<file path="src/verilog/wakeup_timer_pkg.sv">
package wakeup_timer_pkg;

	// Register indices; byte address is four times the index
	localparam logic [7:0] IDX_THIRD_COUNT_HIGH = 8'h21;
	localparam logic [7:0] IDX_THIRD_COUNT_LOW = 8'h22;
	localparam logic [7:0] IDX_CONTROL = 8'h23;
	localparam logic [7:0] IDX_RELOAD_HIGH = 8'h24;
	localparam logic [7:0] IDX_RELOAD_LOW = 8'h25;
	localparam logic [7:0] IDX_COUNT_HIGH = 8'h26;
	localparam logic [7:0] IDX_COUNT_LOW = 8'h27;
	localparam logic [7:0] IDX_STATUS = 8'h28;

	// Control bit positions
	localparam int CTL_RUNNING = 7;
	localparam int CTL_PERMIT = 6;
	localparam int CTL_TRIM = 5;
	localparam int CTL_DETECT = 4;
	localparam int CTL_RELOAD = 3;
	localparam int CTL_RESUME = 2;
	localparam int CTL_CLK_HI = 1;

	// Status bit positions
	localparam int STS_FLAG = 0;
	localparam int STS_DETECT_BUSY = 1;
	localparam int STS_CARD_SEEN = 2;

	// Reset values
	localparam logic [5:0] CONTROL_RESET = 6'h00;
	localparam logic [15:0] RELOAD_RESET = 16'h0000;

	// Oscillator tick prescale per clock select
	localparam logic [5:0] DIV_1 = 6'h01;
	localparam logic [5:0] DIV_8 = 6'h08;
	localparam logic [5:0] DIV_16 = 6'h10;
	localparam logic [5:0] DIV_32 = 6'h20;

	localparam logic [1:0] RESP_OKAY = 2'b00;
	localparam logic [1:0] RESP_SLVERR = 2'b10;

	typedef struct packed {
		logic trim;
		logic detect;
		logic reload;
		logic resume;
		logic [1:0] clk_sel;
	} control_s;

	typedef enum logic [1:0] {
		DET_IDLE,
		DET_FIELD,
		DET_DONE
	} detect_e;

endpackage
</file>
<file path="src/verilog/wakeup_timer.sv">
// Our own choice: register access over AXI4-Lite.
module wakeup_timer (
	input wire logic MCLK,
	input wire logic SYS_RST,
	input wire logic LFO_CLK,
	input wire logic [15:0] THIRD_TIMER_COUNT,
	input wire logic THIRD_TIMER_EXPIRED,
	input wire logic CARD_PRESENT,
	input wire logic [31:0] S_AXI_AWADDR,
	input wire logic S_AXI_AWVALID,
	output logic S_AXI_AWREADY,
	input wire logic [31:0] S_AXI_WDATA,
	input wire logic [3:0] S_AXI_WSTRB,
	input wire logic S_AXI_WVALID,
	output logic S_AXI_WREADY,
	output logic [1:0] S_AXI_BRESP,
	output logic S_AXI_BVALID,
	input wire logic S_AXI_BREADY,
	input wire logic [31:0] S_AXI_ARADDR,
	input wire logic S_AXI_ARVALID,
	output logic S_AXI_ARREADY,
	output logic [31:0] S_AXI_RDATA,
	output logic [1:0] S_AXI_RRESP,
	output logic S_AXI_RVALID,
	input wire logic S_AXI_RREADY,
	output logic WAKEUP_UNDERFLOW_FLAG,
	output logic WAKEUP_REQUEST,
	output logic OSC_TRIM_START,
	output logic CARD_DETECT_START,
	output logic RF_FIELD_ENABLE,
	output logic THIRD_TIMER_START,
	output logic CARD_DETECT_IRQ,
	output logic POWER_DOWN_REQUEST
);

	// Register word index from a byte address; misaligned or high bits unmapped
	function automatic logic [8:0] word_index(input logic [31:0] addr);
		if (addr[1:0] != 2'b00 || addr[31:10] != 22'h0)
			word_index = 9'h1ff;
		else
			word_index = {1'b0, addr[9:2]};
	endfunction

	wakeup_timer_pkg::control_s control;
	logic running;
	logic [15:0] reload_value;
	logic [15:0] count;
	logic flag;
	wakeup_timer_pkg::detect_e det_state;
	logic card_seen;

	// Synchronisers for the oscillator and external inputs, and oscillator edge detection
	logic lfo_meta;
	logic lfo_sync;
	logic lfo_prev;
	logic [15:0] third_meta;
	logic [15:0] third_sync;
	logic exp_meta;
	logic exp_sync;
	logic card_meta;
	logic card_sync;

	always_ff @(posedge MCLK) begin
		if (SYS_RST) begin
			lfo_meta <= 1'b0;
			lfo_sync <= 1'b0;
			lfo_prev <= 1'b0;
			third_meta <= 16'h0000;
			third_sync <= 16'h0000;
			exp_meta <= 1'b0;
			exp_sync <= 1'b0;
			card_meta <= 1'b0;
			card_sync <= 1'b0;
		end else begin
			lfo_meta <= LFO_CLK;
			lfo_sync <= lfo_meta;
			lfo_prev <= lfo_sync;
			// Count may tear while changing; software must not read it mid-reception
			third_meta <= THIRD_TIMER_COUNT;
			third_sync <= third_meta;
			exp_meta <= THIRD_TIMER_EXPIRED;
			exp_sync <= exp_meta;
			card_meta <= CARD_PRESENT;
			card_sync <= card_meta;
		end
	end

	logic lfo_rise;
	assign lfo_rise = lfo_sync & ~lfo_prev;

	// Prescaler: one-cycle tick every N oscillator rising edges
	logic [5:0] div_count;
	logic [5:0] div_limit;
	logic tick;

	always_comb begin
		case (control.clk_sel)
			2'b00: div_limit = wakeup_timer_pkg::DIV_1;
			2'b01: div_limit = wakeup_timer_pkg::DIV_8;
			2'b10: div_limit = wakeup_timer_pkg::DIV_16;
			default: div_limit = wakeup_timer_pkg::DIV_32;
		endcase
	end

	assign tick = running && lfo_rise && (div_count + 6'h01 >= div_limit);

	always_ff @(posedge MCLK) begin
		if (SYS_RST || !running)
			div_count <= 6'h00;
		else if (lfo_rise)
			div_count <= tick ? 6'h00 : div_count + 6'h01;
	end

	// AXI write channel
	logic aw_held;
	logic w_held;
	logic [31:0] aw_addr;
	logic [31:0] w_data;
	logic [3:0] w_strb;
	logic do_write;
	logic [8:0] w_index;

	assign S_AXI_AWREADY = !aw_held && !S_AXI_BVALID;
	assign S_AXI_WREADY = !w_held && !S_AXI_BVALID;
	assign do_write = aw_held && w_held;
	assign w_index = word_index(aw_addr);

	always_ff @(posedge MCLK) begin
		if (SYS_RST) begin
			aw_held <= 1'b0;
			aw_addr <= 32'h0;
		end else if (S_AXI_AWVALID && S_AXI_AWREADY) begin
			aw_held <= 1'b1;
			aw_addr <= S_AXI_AWADDR;
		end else if (do_write) begin
			aw_held <= 1'b0;
		end
	end

	always_ff @(posedge MCLK) begin
		if (SYS_RST) begin
			w_held <= 1'b0;
			w_data <= 32'h0;
			w_strb <= 4'h0;
		end else if (S_AXI_WVALID && S_AXI_WREADY) begin
			w_held <= 1'b1;
			w_data <= S_AXI_WDATA;
			w_strb <= S_AXI_WSTRB;
		end else if (do_write) begin
			w_held <= 1'b0;
		end
	end

	logic hit_control;
	logic hit_reload_high;
	logic hit_reload_low;
	logic w_mapped;

	assign w_mapped = (w_index >= {1'b0, wakeup_timer_pkg::IDX_THIRD_COUNT_HIGH})
		&& (w_index <= {1'b0, wakeup_timer_pkg::IDX_STATUS});
	assign hit_control = do_write && w_strb[0] && w_index == {1'b0, wakeup_timer_pkg::IDX_CONTROL};
	assign hit_reload_high = do_write && w_strb[0] && w_index == {1'b0, wakeup_timer_pkg::IDX_RELOAD_HIGH};
	assign hit_reload_low = do_write && w_strb[0] && w_index == {1'b0, wakeup_timer_pkg::IDX_RELOAD_LOW};

	always_ff @(posedge MCLK) begin
		if (SYS_RST) begin
			S_AXI_BVALID <= 1'b0;
			S_AXI_BRESP <= wakeup_timer_pkg::RESP_OKAY;
		end else if (do_write) begin
			S_AXI_BVALID <= 1'b1;
			S_AXI_BRESP <= w_mapped ? wakeup_timer_pkg::RESP_OKAY : wakeup_timer_pkg::RESP_SLVERR;
		end else if (S_AXI_BREADY) begin
			S_AXI_BVALID <= 1'b0;
		end
	end

	// Control and reload registers
	always_ff @(posedge MCLK) begin
		if (SYS_RST)
			control <= wakeup_timer_pkg::CONTROL_RESET;
		else if (hit_control)
			control <= w_data[wakeup_timer_pkg::CTL_TRIM:0];
	end

	// A reload byte written mid-count is only picked up at the next start or auto reload
	always_ff @(posedge MCLK) begin
		if (SYS_RST)
			reload_value <= wakeup_timer_pkg::RELOAD_RESET;
		else if (hit_reload_high)
			reload_value[15:8] <= w_data[7:0];
		else if (hit_reload_low)
			reload_value[7:0] <= w_data[7:0];
	end

	// Start event: running written 1 through the permit bit, even while already running
	logic run_write;
	logic start_event;
	logic underflow;
	logic auto_reload;

	assign run_write = hit_control && w_data[wakeup_timer_pkg::CTL_PERMIT];
	assign start_event = run_write && w_data[wakeup_timer_pkg::CTL_RUNNING];
	assign underflow = tick && count == 16'h0001;
	// Card detection keeps the timer cycling even without auto reload
	assign auto_reload = control.reload || control.detect;

	always_ff @(posedge MCLK) begin
		if (SYS_RST)
			running <= 1'b0;
		else if (run_write)
			running <= w_data[wakeup_timer_pkg::CTL_RUNNING];
		else if (underflow && !auto_reload)
			running <= 1'b0;
		else if (running && count == 16'h0000 && !auto_reload)
			running <= 1'b0;
	end

	always_ff @(posedge MCLK) begin
		if (SYS_RST)
			count <= 16'h0000;
		else if (start_event)
			count <= reload_value;
		else if (underflow && auto_reload)
			count <= reload_value;
		else if (tick && count != 16'h0000)
			count <= count - 16'h0001;
	end

	// Underflow flag: set wins over the clear from software
	logic flag_clear;
	logic [8:0] s_index;
	logic hit_status;

	assign hit_status = do_write && w_strb[0] && w_index == {1'b0, wakeup_timer_pkg::IDX_STATUS};
	assign flag_clear = hit_status && w_data[wakeup_timer_pkg::STS_FLAG];

	always_ff @(posedge MCLK) begin
		if (SYS_RST)
			flag <= 1'b0;
		else if (underflow)
			flag <= 1'b1;
		else if (flag_clear)
			flag <= 1'b0;
	end

	// Underflow-driven event pulses
	always_ff @(posedge MCLK) begin
		if (SYS_RST) begin
			WAKEUP_REQUEST <= 1'b0;
			OSC_TRIM_START <= 1'b0;
			CARD_DETECT_START <= 1'b0;
		end else begin
			WAKEUP_REQUEST <= underflow && control.resume;
			OSC_TRIM_START <= underflow && control.trim;
			CARD_DETECT_START <= underflow && control.detect;
		end
	end

	// Card detection sequence: field held on until third timer expires
	always_ff @(posedge MCLK) begin
		if (SYS_RST) begin
			det_state <= wakeup_timer_pkg::DET_IDLE;
			RF_FIELD_ENABLE <= 1'b0;
			THIRD_TIMER_START <= 1'b0;
			CARD_DETECT_IRQ <= 1'b0;
			POWER_DOWN_REQUEST <= 1'b0;
			card_seen <= 1'b0;
		end else begin
			THIRD_TIMER_START <= 1'b0;
			CARD_DETECT_IRQ <= 1'b0;
			POWER_DOWN_REQUEST <= 1'b0;
			case (det_state)
				wakeup_timer_pkg::DET_IDLE: begin
					if (underflow && control.detect) begin
						det_state <= wakeup_timer_pkg::DET_FIELD;
						RF_FIELD_ENABLE <= 1'b1;
						THIRD_TIMER_START <= 1'b1;
						card_seen <= 1'b0;
					end
				end
				wakeup_timer_pkg::DET_FIELD: begin
					if (card_sync)
						card_seen <= 1'b1;
					if (exp_sync && !THIRD_TIMER_START) begin
						RF_FIELD_ENABLE <= 1'b0;
						det_state <= wakeup_timer_pkg::DET_DONE;
					end
				end
				default: begin
					det_state <= wakeup_timer_pkg::DET_IDLE;
					if (card_seen)
						CARD_DETECT_IRQ <= 1'b1;
					else
						POWER_DOWN_REQUEST <= control.resume;
				end
			endcase
		end
	end

	assign WAKEUP_UNDERFLOW_FLAG = flag;

	// Status word assembled from the package bit positions
	logic [7:0] status_word;

	always_comb begin
		status_word = 8'h00;
		status_word[wakeup_timer_pkg::STS_FLAG] = flag;
		status_word[wakeup_timer_pkg::STS_DETECT_BUSY] = det_state != wakeup_timer_pkg::DET_IDLE;
		status_word[wakeup_timer_pkg::STS_CARD_SEEN] = card_seen;
	end

	// AXI read channel
	logic [7:0] read_byte;
	logic r_mapped;

	assign S_AXI_ARREADY = !S_AXI_RVALID;
	assign s_index = word_index(S_AXI_ARADDR);

	always_comb begin
		read_byte = 8'h00;
		r_mapped = 1'b1;
		if (s_index == {1'b0, wakeup_timer_pkg::IDX_THIRD_COUNT_HIGH})
			read_byte = third_sync[15:8];
		else if (s_index == {1'b0, wakeup_timer_pkg::IDX_THIRD_COUNT_LOW})
			read_byte = third_sync[7:0];
		// Permit bit is write-only, so it always reads back as zero
		else if (s_index == {1'b0, wakeup_timer_pkg::IDX_CONTROL})
			read_byte = {running, 1'b0, control};
		else if (s_index == {1'b0, wakeup_timer_pkg::IDX_RELOAD_HIGH})
			read_byte = reload_value[15:8];
		else if (s_index == {1'b0, wakeup_timer_pkg::IDX_RELOAD_LOW})
			read_byte = reload_value[7:0];
		else if (s_index == {1'b0, wakeup_timer_pkg::IDX_COUNT_HIGH})
			read_byte = count[15:8];
		else if (s_index == {1'b0, wakeup_timer_pkg::IDX_COUNT_LOW})
			read_byte = count[7:0];
		else if (s_index == {1'b0, wakeup_timer_pkg::IDX_STATUS})
			read_byte = status_word;
		else
			r_mapped = 1'b0;
	end

	always_ff @(posedge MCLK) begin
		if (SYS_RST) begin
			S_AXI_RVALID <= 1'b0;
			S_AXI_RDATA <= 32'h0;
			S_AXI_RRESP <= wakeup_timer_pkg::RESP_OKAY;
		end else if (S_AXI_ARVALID && S_AXI_ARREADY) begin
			S_AXI_RVALID <= 1'b1;
			S_AXI_RDATA <= {24'h0, read_byte};
			S_AXI_RRESP <= r_mapped ? wakeup_timer_pkg::RESP_OKAY : wakeup_timer_pkg::RESP_SLVERR;
		end else if (S_AXI_RREADY) begin
			S_AXI_RVALID <= 1'b0;
		end
	end

endmodule

</file>
<file path="config.mk">
export PLATFORM = sky130hd
export DESIGN_NAME = wakeup_timer
export DESIGN_NICKNAME = d
export VERILOG_FILES = /design/src/verilog/wakeup_timer_pkg.sv /design/src/verilog/wakeup_timer.sv
export SDC_FILE = /design/constraint.sdc
export NUM_CORES = 1
export LEC_CHECK = 0
export BUFFER_PORTS_ARGS = -buffer_cell sky130_fd_sc_hd__buf_2
export CORE_ASPECT_RATIO = 0.8
export CORE_MARGIN = 5
export CORE_UTILIZATION = 30
export CTS_BUF_LIST = sky130_fd_sc_hd__clkbuf_8
export DETAILED_ROUTE_END_ITERATION = 16
export PLACE_DENSITY = 0.49
export RECOVER_POWER = 25
export SETUP_SLACK_MARGIN = 0.5
export SLEW_MARGIN = 20
export SYNTH_ARGS = -nofsm -noshare
export SYNTH_HDL_FRONTEND = slang
export SYNTH_SLANG_ARGS = --single-unit
</file>
<file path="constraint.sdc">
create_clock -name MCLK -period 2.8 [get_ports MCLK]
set_input_delay 0.14 -clock MCLK [delete_from_list [all_inputs] [get_ports MCLK]]
set_output_delay 0.14 -clock MCLK [all_outputs]
set_load 0.005 [all_outputs]
</file>
**Word-level counts from Yosys, hierarchy flattened**

Index checks and enable logic that the tools add are counted.

- Input port bits: 126
- Register bits: 152
- Output and inout port bits: 49
- Word-level logic and storage cells: 177

- Add/subtract/negate cells: 2
- Mux-type cells: 48
- Eq/ne operators: 19
- Reductions and logical operators: 62
- Bitwise gates (word level): 4
- Magnitude comparators: 3

Operators with widths:

| cell | count |
|---|---|
| 9-bit by 6-bit == test with 1-bit output (second input constant) | 12 |
| 8-bit two-way mux | 7 |
| 16-bit two-way mux | 3 |
| 22-bit nonzero test | 2 |
| 1-bit logical AND | 27 |
| 1-bit two-way mux | 26 |
| 9-bit two-way mux | 2 |
| 6-bit case mux with 3 select lines | 1 |
| 2-bit nonzero test | 9 |
| 16-bit by 1-bit == test with 1-bit output (second input constant) | 1 |
| 16-bit logical NOT | 1 |
| 16-bit nonzero test | 1 |
| 16-bit by 1-bit subtractor with 16-bit output (second input constant) | 1 |
| 9-bit by 6-bit greater-or-equal comparator with 1-bit output (second input constant) | 1 |
| 9-bit by 6-bit <= comparator with 1-bit output (second input constant) | 1 |
| 2-bit two-way mux | 4 |
| 1-bit logical NOT | 7 |
| 6-bit by 1-bit adder with 6-bit output (second input constant) | 1 |
| 6-bit greater-or-equal comparator | 1 |
| 6-bit two-way mux | 1 |
| 2-bit inequality test (second input constant) | 3 |
| 3-bit AND reduction | 2 |
| 3-bit nonzero test | 2 |
| 2-bit by 1-bit == test with 1-bit output (second input constant) | 2 |
| 12 further kinds | 20 |

**Longest topological paths before layout**

Gate-level depths: netlist of the first run.

- Word-level depth: 13
- Mapped depth: 11
- Gate-level depth less buffers: 10

**Worst setup path after synthesis of the first run**

No wires, ideal clock.

- Path kind: flip-flop to flip-flop
- Start point: register div_count[0]
- End point: register count[11]
- Cell stages (with the launch flop): 12
- Period minus slack after synthesis: 2.443 ns
- Arrival: 2.310 ns
- Slack: 0.357 ns
- Buffers on the path: 1
- Required time: 2.667 ns
- Library setup time: 0.133 ns
- Cell sequence: dfxtp_1 ha_1 nand3_1 xnor2_1 ha_1 nand3_1 a2111o_1 nand2_1 a31oi_1 clkbuf_1 a32oi_1 a31oi_1

- Cells in the longest elaborated chain, start to end: 7
- Elaborated cells between the ends (all ways): 9
- Those cells by class: add/sub (1); order compare (1); mux (2); reduce/logical (5)

RTL lines:

| what | RTL line | source |
|---|---|---|
| from (decl) | wakeup_timer.sv:92 | `logic [5:0] div_count;` |
| from (signal assigned) | wakeup_timer.sv:111 | `div_count <= tick ? 6'h00 : div_count + 6'h01;` |
| 6-bit by 1-bit adder with 6-bit output * | wakeup_timer.sv:105 | `assign tick = running && lfo_rise && (div_count + 6'h01 >= div_limit);` |
| 6-bit greater-or-equal comparator * | wakeup_timer.sv:105 |  |
| 1-bit logical AND * | wakeup_timer.sv:105 |  |
| 1-bit logical AND | wakeup_timer.sv:203 | `assign underflow = tick && count == 16'h0001;` |
| 1-bit logical AND | wakeup_timer.sv:223 | `else if (underflow && auto_reload)` |
| 16-bit two-way mux | wakeup_timer.sv:223 |  |
| 16-bit two-way mux | wakeup_timer.sv:221 | `else if (start_event)` |
| to (signal assigned) | wakeup_timer.sv:222 | `count <= reload_value;` |
| to (signal assigned) | wakeup_timer.sv:224 | `count <= reload_value;` |
| to (signal assigned) | wakeup_timer.sv:226 | `count <= count - 16'h0001;` |
| to (decl) | wakeup_timer.sv:47 | `logic [15:0] count;` |

Every way passes the cells marked *; elsewhere a longest branch is shown, timed or not.
A chain may end at the register's enable or synchronous reset.

**Worst setup path after layout of the first run**

- Start point: register div_count[1]
- End point: register count[6]

The elaborated chain is that of the path after synthesis.

==> flow_metrics.tcl, run 1 <==
set metrics [dict create \
    synthesis.yosys.warnings 0 \
    cp.buffers_inverters 1 \
    critical_path.endpoint_type "register" \
    path_cells "ha_4 -> nand3_2 -> xnor2_2 -> ha_1 -> nand3_4 -> a2111o_1 -> nand2_4 -> a31oi_4 -> buf_6 -> a32oi_1 -> a31oi_1" \
    io-pin-count 175 \
    row_count 48 \
    global_route.overflow_total 0 \
    synthDominantCellAreaShare_pct 45.4 \
    cap_viol_max_count 0 \
    run_status "finished clean" \
    synth_area_um2 6610 \
    worst-r2r-setup-slack_ps 390 \
    critical_path_peak_fanout 6 \
    timing.clock.skew_ps 13.5 \
    cts-buffers-inserted 17 \
    nNetsFinal 1088 \
    numClockSinks 150 \
    drt-total-wl_um 19200 \
    layout_common_cells "sky130_fd_sc_hd__dfxtp_1, sky130_fd_sc_hd__buf_2, sky130_fd_sc_hd__nand2_1" \
    worst_ep_arrival_time_ps 2750 \
    routedWlPerCell_um 15.5 \
    route.vias.total 5933 \
    half_perimeter_wire_length_of_the_detailed_placement_result_um 13100 \
    worst_skew_pair.late_latency_ps 450 \
    relSlewSlack_pct 7.56 \
    h_tree_lvls 4 \
    vias_in_the_first_global_route 5722 \
    critical-path-top-delay-family "compound AO/OA/AOI/OAI gates" \
    dr.first_iter.drc_count 293 \
    antenna_cells 0 \
    power.density_cell_area_nw_per_um2 498 \
    crit_required_ps 3130 \
    netlist.top_cell.by_area "sky130_fd_sc_hd__dfxtp_1" \
    finalWeightedCongestion 0.807 \
    placement.io_buffers 121 \
    synth_seq_cells 150 \
    syn_avg_cell_area_um2 8.80 \
    power.leakage_nw 3.52 \
    dr.pass1.iters 4 \
    setup-tns-final_ps 0 \
    post_route_cells_drive_above_1_share_pct 26.0 \
    stdcell_count 1243 \
    cts.reportedPaths.clkPinSlew_ps 90 \
    number_of_failing_hold_endpoints_at_the_final_stage 0 \
    crit_path_start_kind "register" \
    transition_time_at_the_pin_with_the_least_slew_margin_ps 1390 \
    antenna_violation_net_count_after_detailed_routing 0 \
    dieHeight_um 143 \
    synth-async-reset-ratio_pct 0 \
    width_of_the_die_um 176 \
    predominant_post_synthesis_flop_cell "sky130_fd_sc_hd__dfxtp_1" \
    yosys.cell_types.count 64 \
    design_power_total_mw 4.47 \
    gr-usage-all-layers_pct 15.2 \
    final_common_cell "sky130_fd_sc_hd__dfxtp_1" \
    worst_ir_drop_vdd_mv 0.242 \
    grt_pass1_wl_um 30400 \
    kind_of_critical_path "register to register" \
    drc_errors 0 \
    grt_antenna_before_repair 0 \
    place_inst 1127 \
    min_period_ps 2410 \
    die_area_um2 25100 \
    critical-path-max-stage-delay_ps 390 \
    design.core.area_um2 21600 \
    final.period_utilization_pct 86.2 \
    syn-instance-count 751 \
    tritoncts "yes" \
    detail_route.vias_per_cell 4.77 \
    cts-root-to-sink-buffers 2 \
    hold_path_class "primary input to register" \
    synth-edff-count 0 \
    synth_area_leaders "sky130_fd_sc_hd__dfxtp_1, sky130_fd_sc_hd__nand2_1, sky130_fd_sc_hd__a21oi_1" \
    areaGrowthSynthToFinish_pct 35.9 \
    number_of_endpoints_failing_setup_at_the_final_stage 0 \
    cts_root_buf "sky130_fd_sc_hd__clkbuf_8" \
    critical_path.slowest_cell "sky130_fd_sc_hd__dfxtp_4" \
    drv_slew 0 \
    grt_start_max_net_pins 72 \
    achievable-frequency_ghz 0.414 \
    synth_sequential_area_ratio_pct 45.4 \
    setup_repair_after_global_routing_missed_its_margin "true" \
    initial_core_util_pct 30.6 \
]
cell usage after synthesis, types with 10 or more instances:
library cell / number
sky130_fd_sc_hd__nor2_1: 68
sky130_fd_sc_hd__nand3_1: 14
sky130_fd_sc_hd__a21oi_1: 67
sky130_fd_sc_hd__nor3_1: 13
sky130_fd_sc_hd__buf_4: 26
sky130_fd_sc_hd__nor2b_1: 47
sky130_fd_sc_hd__nor4_1: 16
sky130_fd_sc_hd__dfxtp_1: 150
sky130_fd_sc_hd__clkbuf_1: 30
sky130_fd_sc_hd__mux2i_1: 24
sky130_fd_sc_hd__xnor2_1: 10
sky130_fd_sc_hd__nand2_1: 119
flip-flops by register name, summed over array words and instances (netlist names), 6 cells and up:
register / cells
w_data: 8
third_sync: 16
third_meta: 16
S_AXI_RDATA: 8
div_count: 6
control: 6
aw_addr: 32
reload_value: 16
count: 16
kinds of logic (layout without fill, tap and decap cells):
kind of cell	Yosys count	count (layout)	synth area share, %
buf+inv	70	262	5.49
flops	150	150	45.4
xor+xnor	14	14	1.85
mux	32	32	6.02
simple gates	337	337	26.0
compound gates	140	140	13.8
fa+ha+maj	7	7	1.32
other cells	1	26	0.0567
final timing paths:
path / from / cells after the start / endpoint
worst max register to register: div_count[1] / 11 / count[6]
worst max-delay path: div_count[1] / 11 / count[6]
worst min-delay path: S_AXI_ARADDR[5] / 3 / S_AXI_RRESP[1]
worst min register to register: third_meta[12] / 1 / third_sync[12]
metal layers:
metal  track usage (%)  part of all wire, %
met1              21.3                   48
met2              24.3                   48
met3              2.46                  3.5
met4              4.43                 0.71
met5                 0                    0
repair_timing:
action                     4_1_cts  5_1_grt
buffers inserted                11        6
hold buffers                    63        0
hold endpoints to repair        62        0
pin swaps                       31        9
resized for setup               42       14
setup endpoints to repair       38       38
gates cloned                     4        0
through the flow:
step	utilization (%)	setup slack, ps	hold slack [ps]	instance area (um2)
2_1_floorplan	-	501	240	6750
3_3_place_gp	34.7	232	326	7510
3_5_place_dp	34.7	195	332	7510
4_1_cts	41.0	406	78.3	8870
5_1_grt	41.6	278	124	8980
6_report	41.6	386	126	8980
area by class of cell:
class	count	area (um2)
Clock buffer	18	248
Timing Repair Buffer	222	1570
Multi-Input combinational cell	556	3590
Inverter	8	30.0
Clock inverter	14	180
Tap cell	275	344
Sequential cell	150	3020
Fill cell	2196	12600
worst reg2reg max path: cells and delay by family (launching register included):
kind / cells / cell delay (ps)
XOR/XNOR: 1 / 150
AND/OR/NAND/NOR: 3 / 300
buffers and inverters: 1 / 180
adder cells (fa/ha/maj): 2 / 460
flip-flops: 1 / 390
AO/OA/AOI/OAI: 4 / 830
report_power, final:
group	total [mW]	internal, mW	switching (mW)
clock	1.78	0.861	0.923
combinational	0.430	0.213	0.217
sequential	2.26	2.21	0.0533
No activity file was read; power rests on OpenSTA's default activity.
==> run 2: changes to the inputs <==
CORE_UTILIZATION = 50   (was 30)
PLACE_DENSITY = 0.75   (was 0.49)
==> run 2 against run 1 <==
Net effect: the flow now finishes with violations (capacitance limit, slew limit); global-route usage increased by 7.5 points; utilization increased by 28 points; clock power about the same; largest power group unchanged; clock skew up 6.1 ps; register-to-register slack lost 90 ps; sequential share of layout area grew 0.15 points; combinational power decreased by 0.9%; via count up 5.1%; critical endpoint is now count[7]; final area down 0.36%; fmax decreased by 3.6%.
==> flow_metrics.tcl, run 2 (synthesis gave the netlist of run 1 again) <==
set metrics [dict create \
    run_status "finished, violations left" \
    violations "capacitance limit, slew limit" \
    worst_ep_arrival_time_ps 2820 \
    initial_core_util_pct 51.2 \
    antenna_cells 0 \
    stdcell_count 1144 \
    number_of_failing_hold_endpoints_at_the_final_stage 0 \
    grt_start_max_net_pins 51 \
    power.leakage_nw 3.53 \
    placement.io_buffers 121 \
    worst_skew_pair.late_latency_ps 460 \
    dieHeight_um 113 \
    cts-buffers-inserted 17 \
    width_of_the_die_um 139 \
    netSwitchingFraction_pct 26.9 \
    internal_pwr_total_mw 3.25 \
    min_period_ps 2510 \
    grt_pass1_wl_um 29300 \
    p_switching_mw 1.20 \
    transition_time_at_the_pin_with_the_least_slew_margin_ps 1660 \
    achievable-frequency_ghz 0.399 \
    nNetsFinal 1089 \
    final.period_utilization_pct 89.5 \
    cap_viol_max_count 1 \
    die_area_um2 15600 \
    number_of_endpoints_failing_setup_at_the_final_stage 0 \
    place_inst 1025 \
    largest_register_ffs 32 \
    cts-root-to-sink-buffers 2 \
    post_route_cells_drive_above_1_share_pct 27.2 \
    critical_path_peak_fanout 5 \
    grt_antenna_before_repair 0 \
    detail_route.vias_per_cell 5.45 \
    row_count 37 \
    hold_path_class "primary input to register" \
    top_register "aw_addr" \
    final_core_utilization_pct 69.3 \
    cts.reportedPaths.clkPinSlew_ps 100 \
    power.sequential.fraction_pct 50.8 \
    half_perimeter_wire_length_of_the_detailed_placement_result_um 11600 \
    finalWeightedCongestion 0.917 \
    drt-total-wl_um 18800 \
    numClockSinks 150 \
    pwr-share-comb_pct 9.6 \
    gr-usage-all-layers_pct 22.7 \
    final_common_cell "sky130_fd_sc_hd__dfxtp_1" \
    design_power_total_mw 4.44 \
    global_route.overflow_total 0 \
    h_tree_lvls 4 \
    setup-tns-final_ps 0 \
    vias_in_the_first_global_route 5945 \
    critical_path.endpoint_type "register" \
    areaGrowthSynthToFinish_pct 35.4 \
    tritoncts "yes" \
    kind_of_critical_path "register to register" \
    crit_required_ps 3110 \
    worst_ir_drop_vdd_mv 0.423 \
    routedWlPerCell_um 16.4 \
    dr.first_iter.drc_count 519 \
    setup_repair_after_global_routing_missed_its_margin "true" \
    antenna_violation_net_count_after_detailed_routing 0 \
    clock_power_share_pct 39.6 \
    power.density_cell_area_nw_per_um2 496 \
    relSlewSlack_pct -10.6 \
    drc_errors 0 \
    route.vias.total 6234 \
    cts_root_buf "sky130_fd_sc_hd__clkbuf_8" \
    drv_slew 44 \
    crit_path_start_kind "register" \
    layout_common_cells "sky130_fd_sc_hd__dfxtp_1, sky130_fd_sc_hd__buf_2, sky130_fd_sc_hd__nand2_1" \
    design.core.area_um2 12900 \
    timing.clock.skew_ps 19.6 \
    io-pin-count 175 \
    dr.pass1.iters 5 \
]
run 2: cell types whose count changed in the layout (fill, tap and decap cells not counted), moves of 2 or more:
| cell | delta |
|---|---|
| sky130_fd_sc_hd__a32oi_1 | -6 |
| sky130_fd_sc_hd__a32oi_2 | +6 |
| sky130_fd_sc_hd__buf_4 | +4 |
| sky130_fd_sc_hd__nor2_4 | +3 |
| sky130_fd_sc_hd__buf_6 | -2 |
| sky130_fd_sc_hd__clkinvlp_4 | +2 |
| sky130_fd_sc_hd__inv_6 | -2 |
| sky130_fd_sc_hd__nor2_1 | -2 |
| sky130_fd_sc_hd__nor4_2 | +2 |
run 2: final timing paths:
path / start / slack (ps) / to / depth (start not counted)
max: div_count[0] / 290 / count[7] / 11
max reg2reg: div_count[0] / 290 / count[7] / 11
min: S_AXI_ARADDR[5] / 80 / S_AXI_RRESP[1] / 3
min reg2reg: third_meta[6] / 440 / third_sync[6] / 1
run 2: routing by layer:
metal / part of all wire (%) / wire length [um] / GRT usage [%]
met5: 0 / 0 / 0
met4: 2.7 / 511 / 7.77
met3: 7.0 / 1320 / 5.15
met2: 48 / 9060 / 37.8
met1: 42 / 7910 / 29.3
run 2: timing repair:
action,CTS,global route
gates cloned,2,0
hold buffers,63,0
pin swaps,22,27
gates resized for setup,39,31
buffers inserted,12,10
endpoints found under the hold margin,62,0
endpoints found under the setup margin,26,40
run 2: layout make-up:
| cell class | count | area [um2] |
|---|---|---|
| Clock buffer | 17 | 234 |
| Clock inverter | 15 | 185 |
| Fill cell | 984 | 3970 |
| Inverter | 8 | 30.0 |
| Multi-Input combinational cell | 556 | 3700 |
| Sequential cell | 150 | 3020 |
| Tap cell | 175 | 219 |
| Timing Repair Buffer | 223 | 1560 |
run 2: metrics by stage:
| step | hold WS, ps | worst slack (ps) | cell area, um2 |
|---|---|---|---|
| finish | 83.8 | 295 | 8950 |
| floorplan | 240 | 501 | 6750 |
| global route | 81.6 | 208 | 8950 |
| detailed placement | 338 | 203 | 7360 |
| CTS | 60.4 | 445 | 8700 |
| global placement | 325 | 269 | 7360 |
run 2: worst max-delay path: stages, from the launching register on:
cell and delay [ps]:
sky130_fd_sc_hd__dfxtp_4 390, sky130_fd_sc_hd__ha_4 150, sky130_fd_sc_hd__nand3_4 90, sky130_fd_sc_hd__xnor2_4 170
sky130_fd_sc_hd__ha_4 280, sky130_fd_sc_hd__nand3_4 80, sky130_fd_sc_hd__a2111o_1 440, sky130_fd_sc_hd__nand2_4 160
sky130_fd_sc_hd__buf_6 110, sky130_fd_sc_hd__nand4_1 110, sky130_fd_sc_hd__a221oi_2 310, sky130_fd_sc_hd__nor3_1 80
run 2: power by group through the flow:
stage | sequential (mW) | combinational, mW | clock, mW
6_report | 2.26 | 0.426 | 1.76
5_1_grt | 2.27 | 0.473 | 1.88
4_1_cts | 2.25 | 0.409 | 1.78
3_5_place_dp | 2.31 | 0.341 | 0
3_3_place_gp | 2.31 | 0.335 | 0
2_1_floorplan | 2.30 | 0.238 | 0
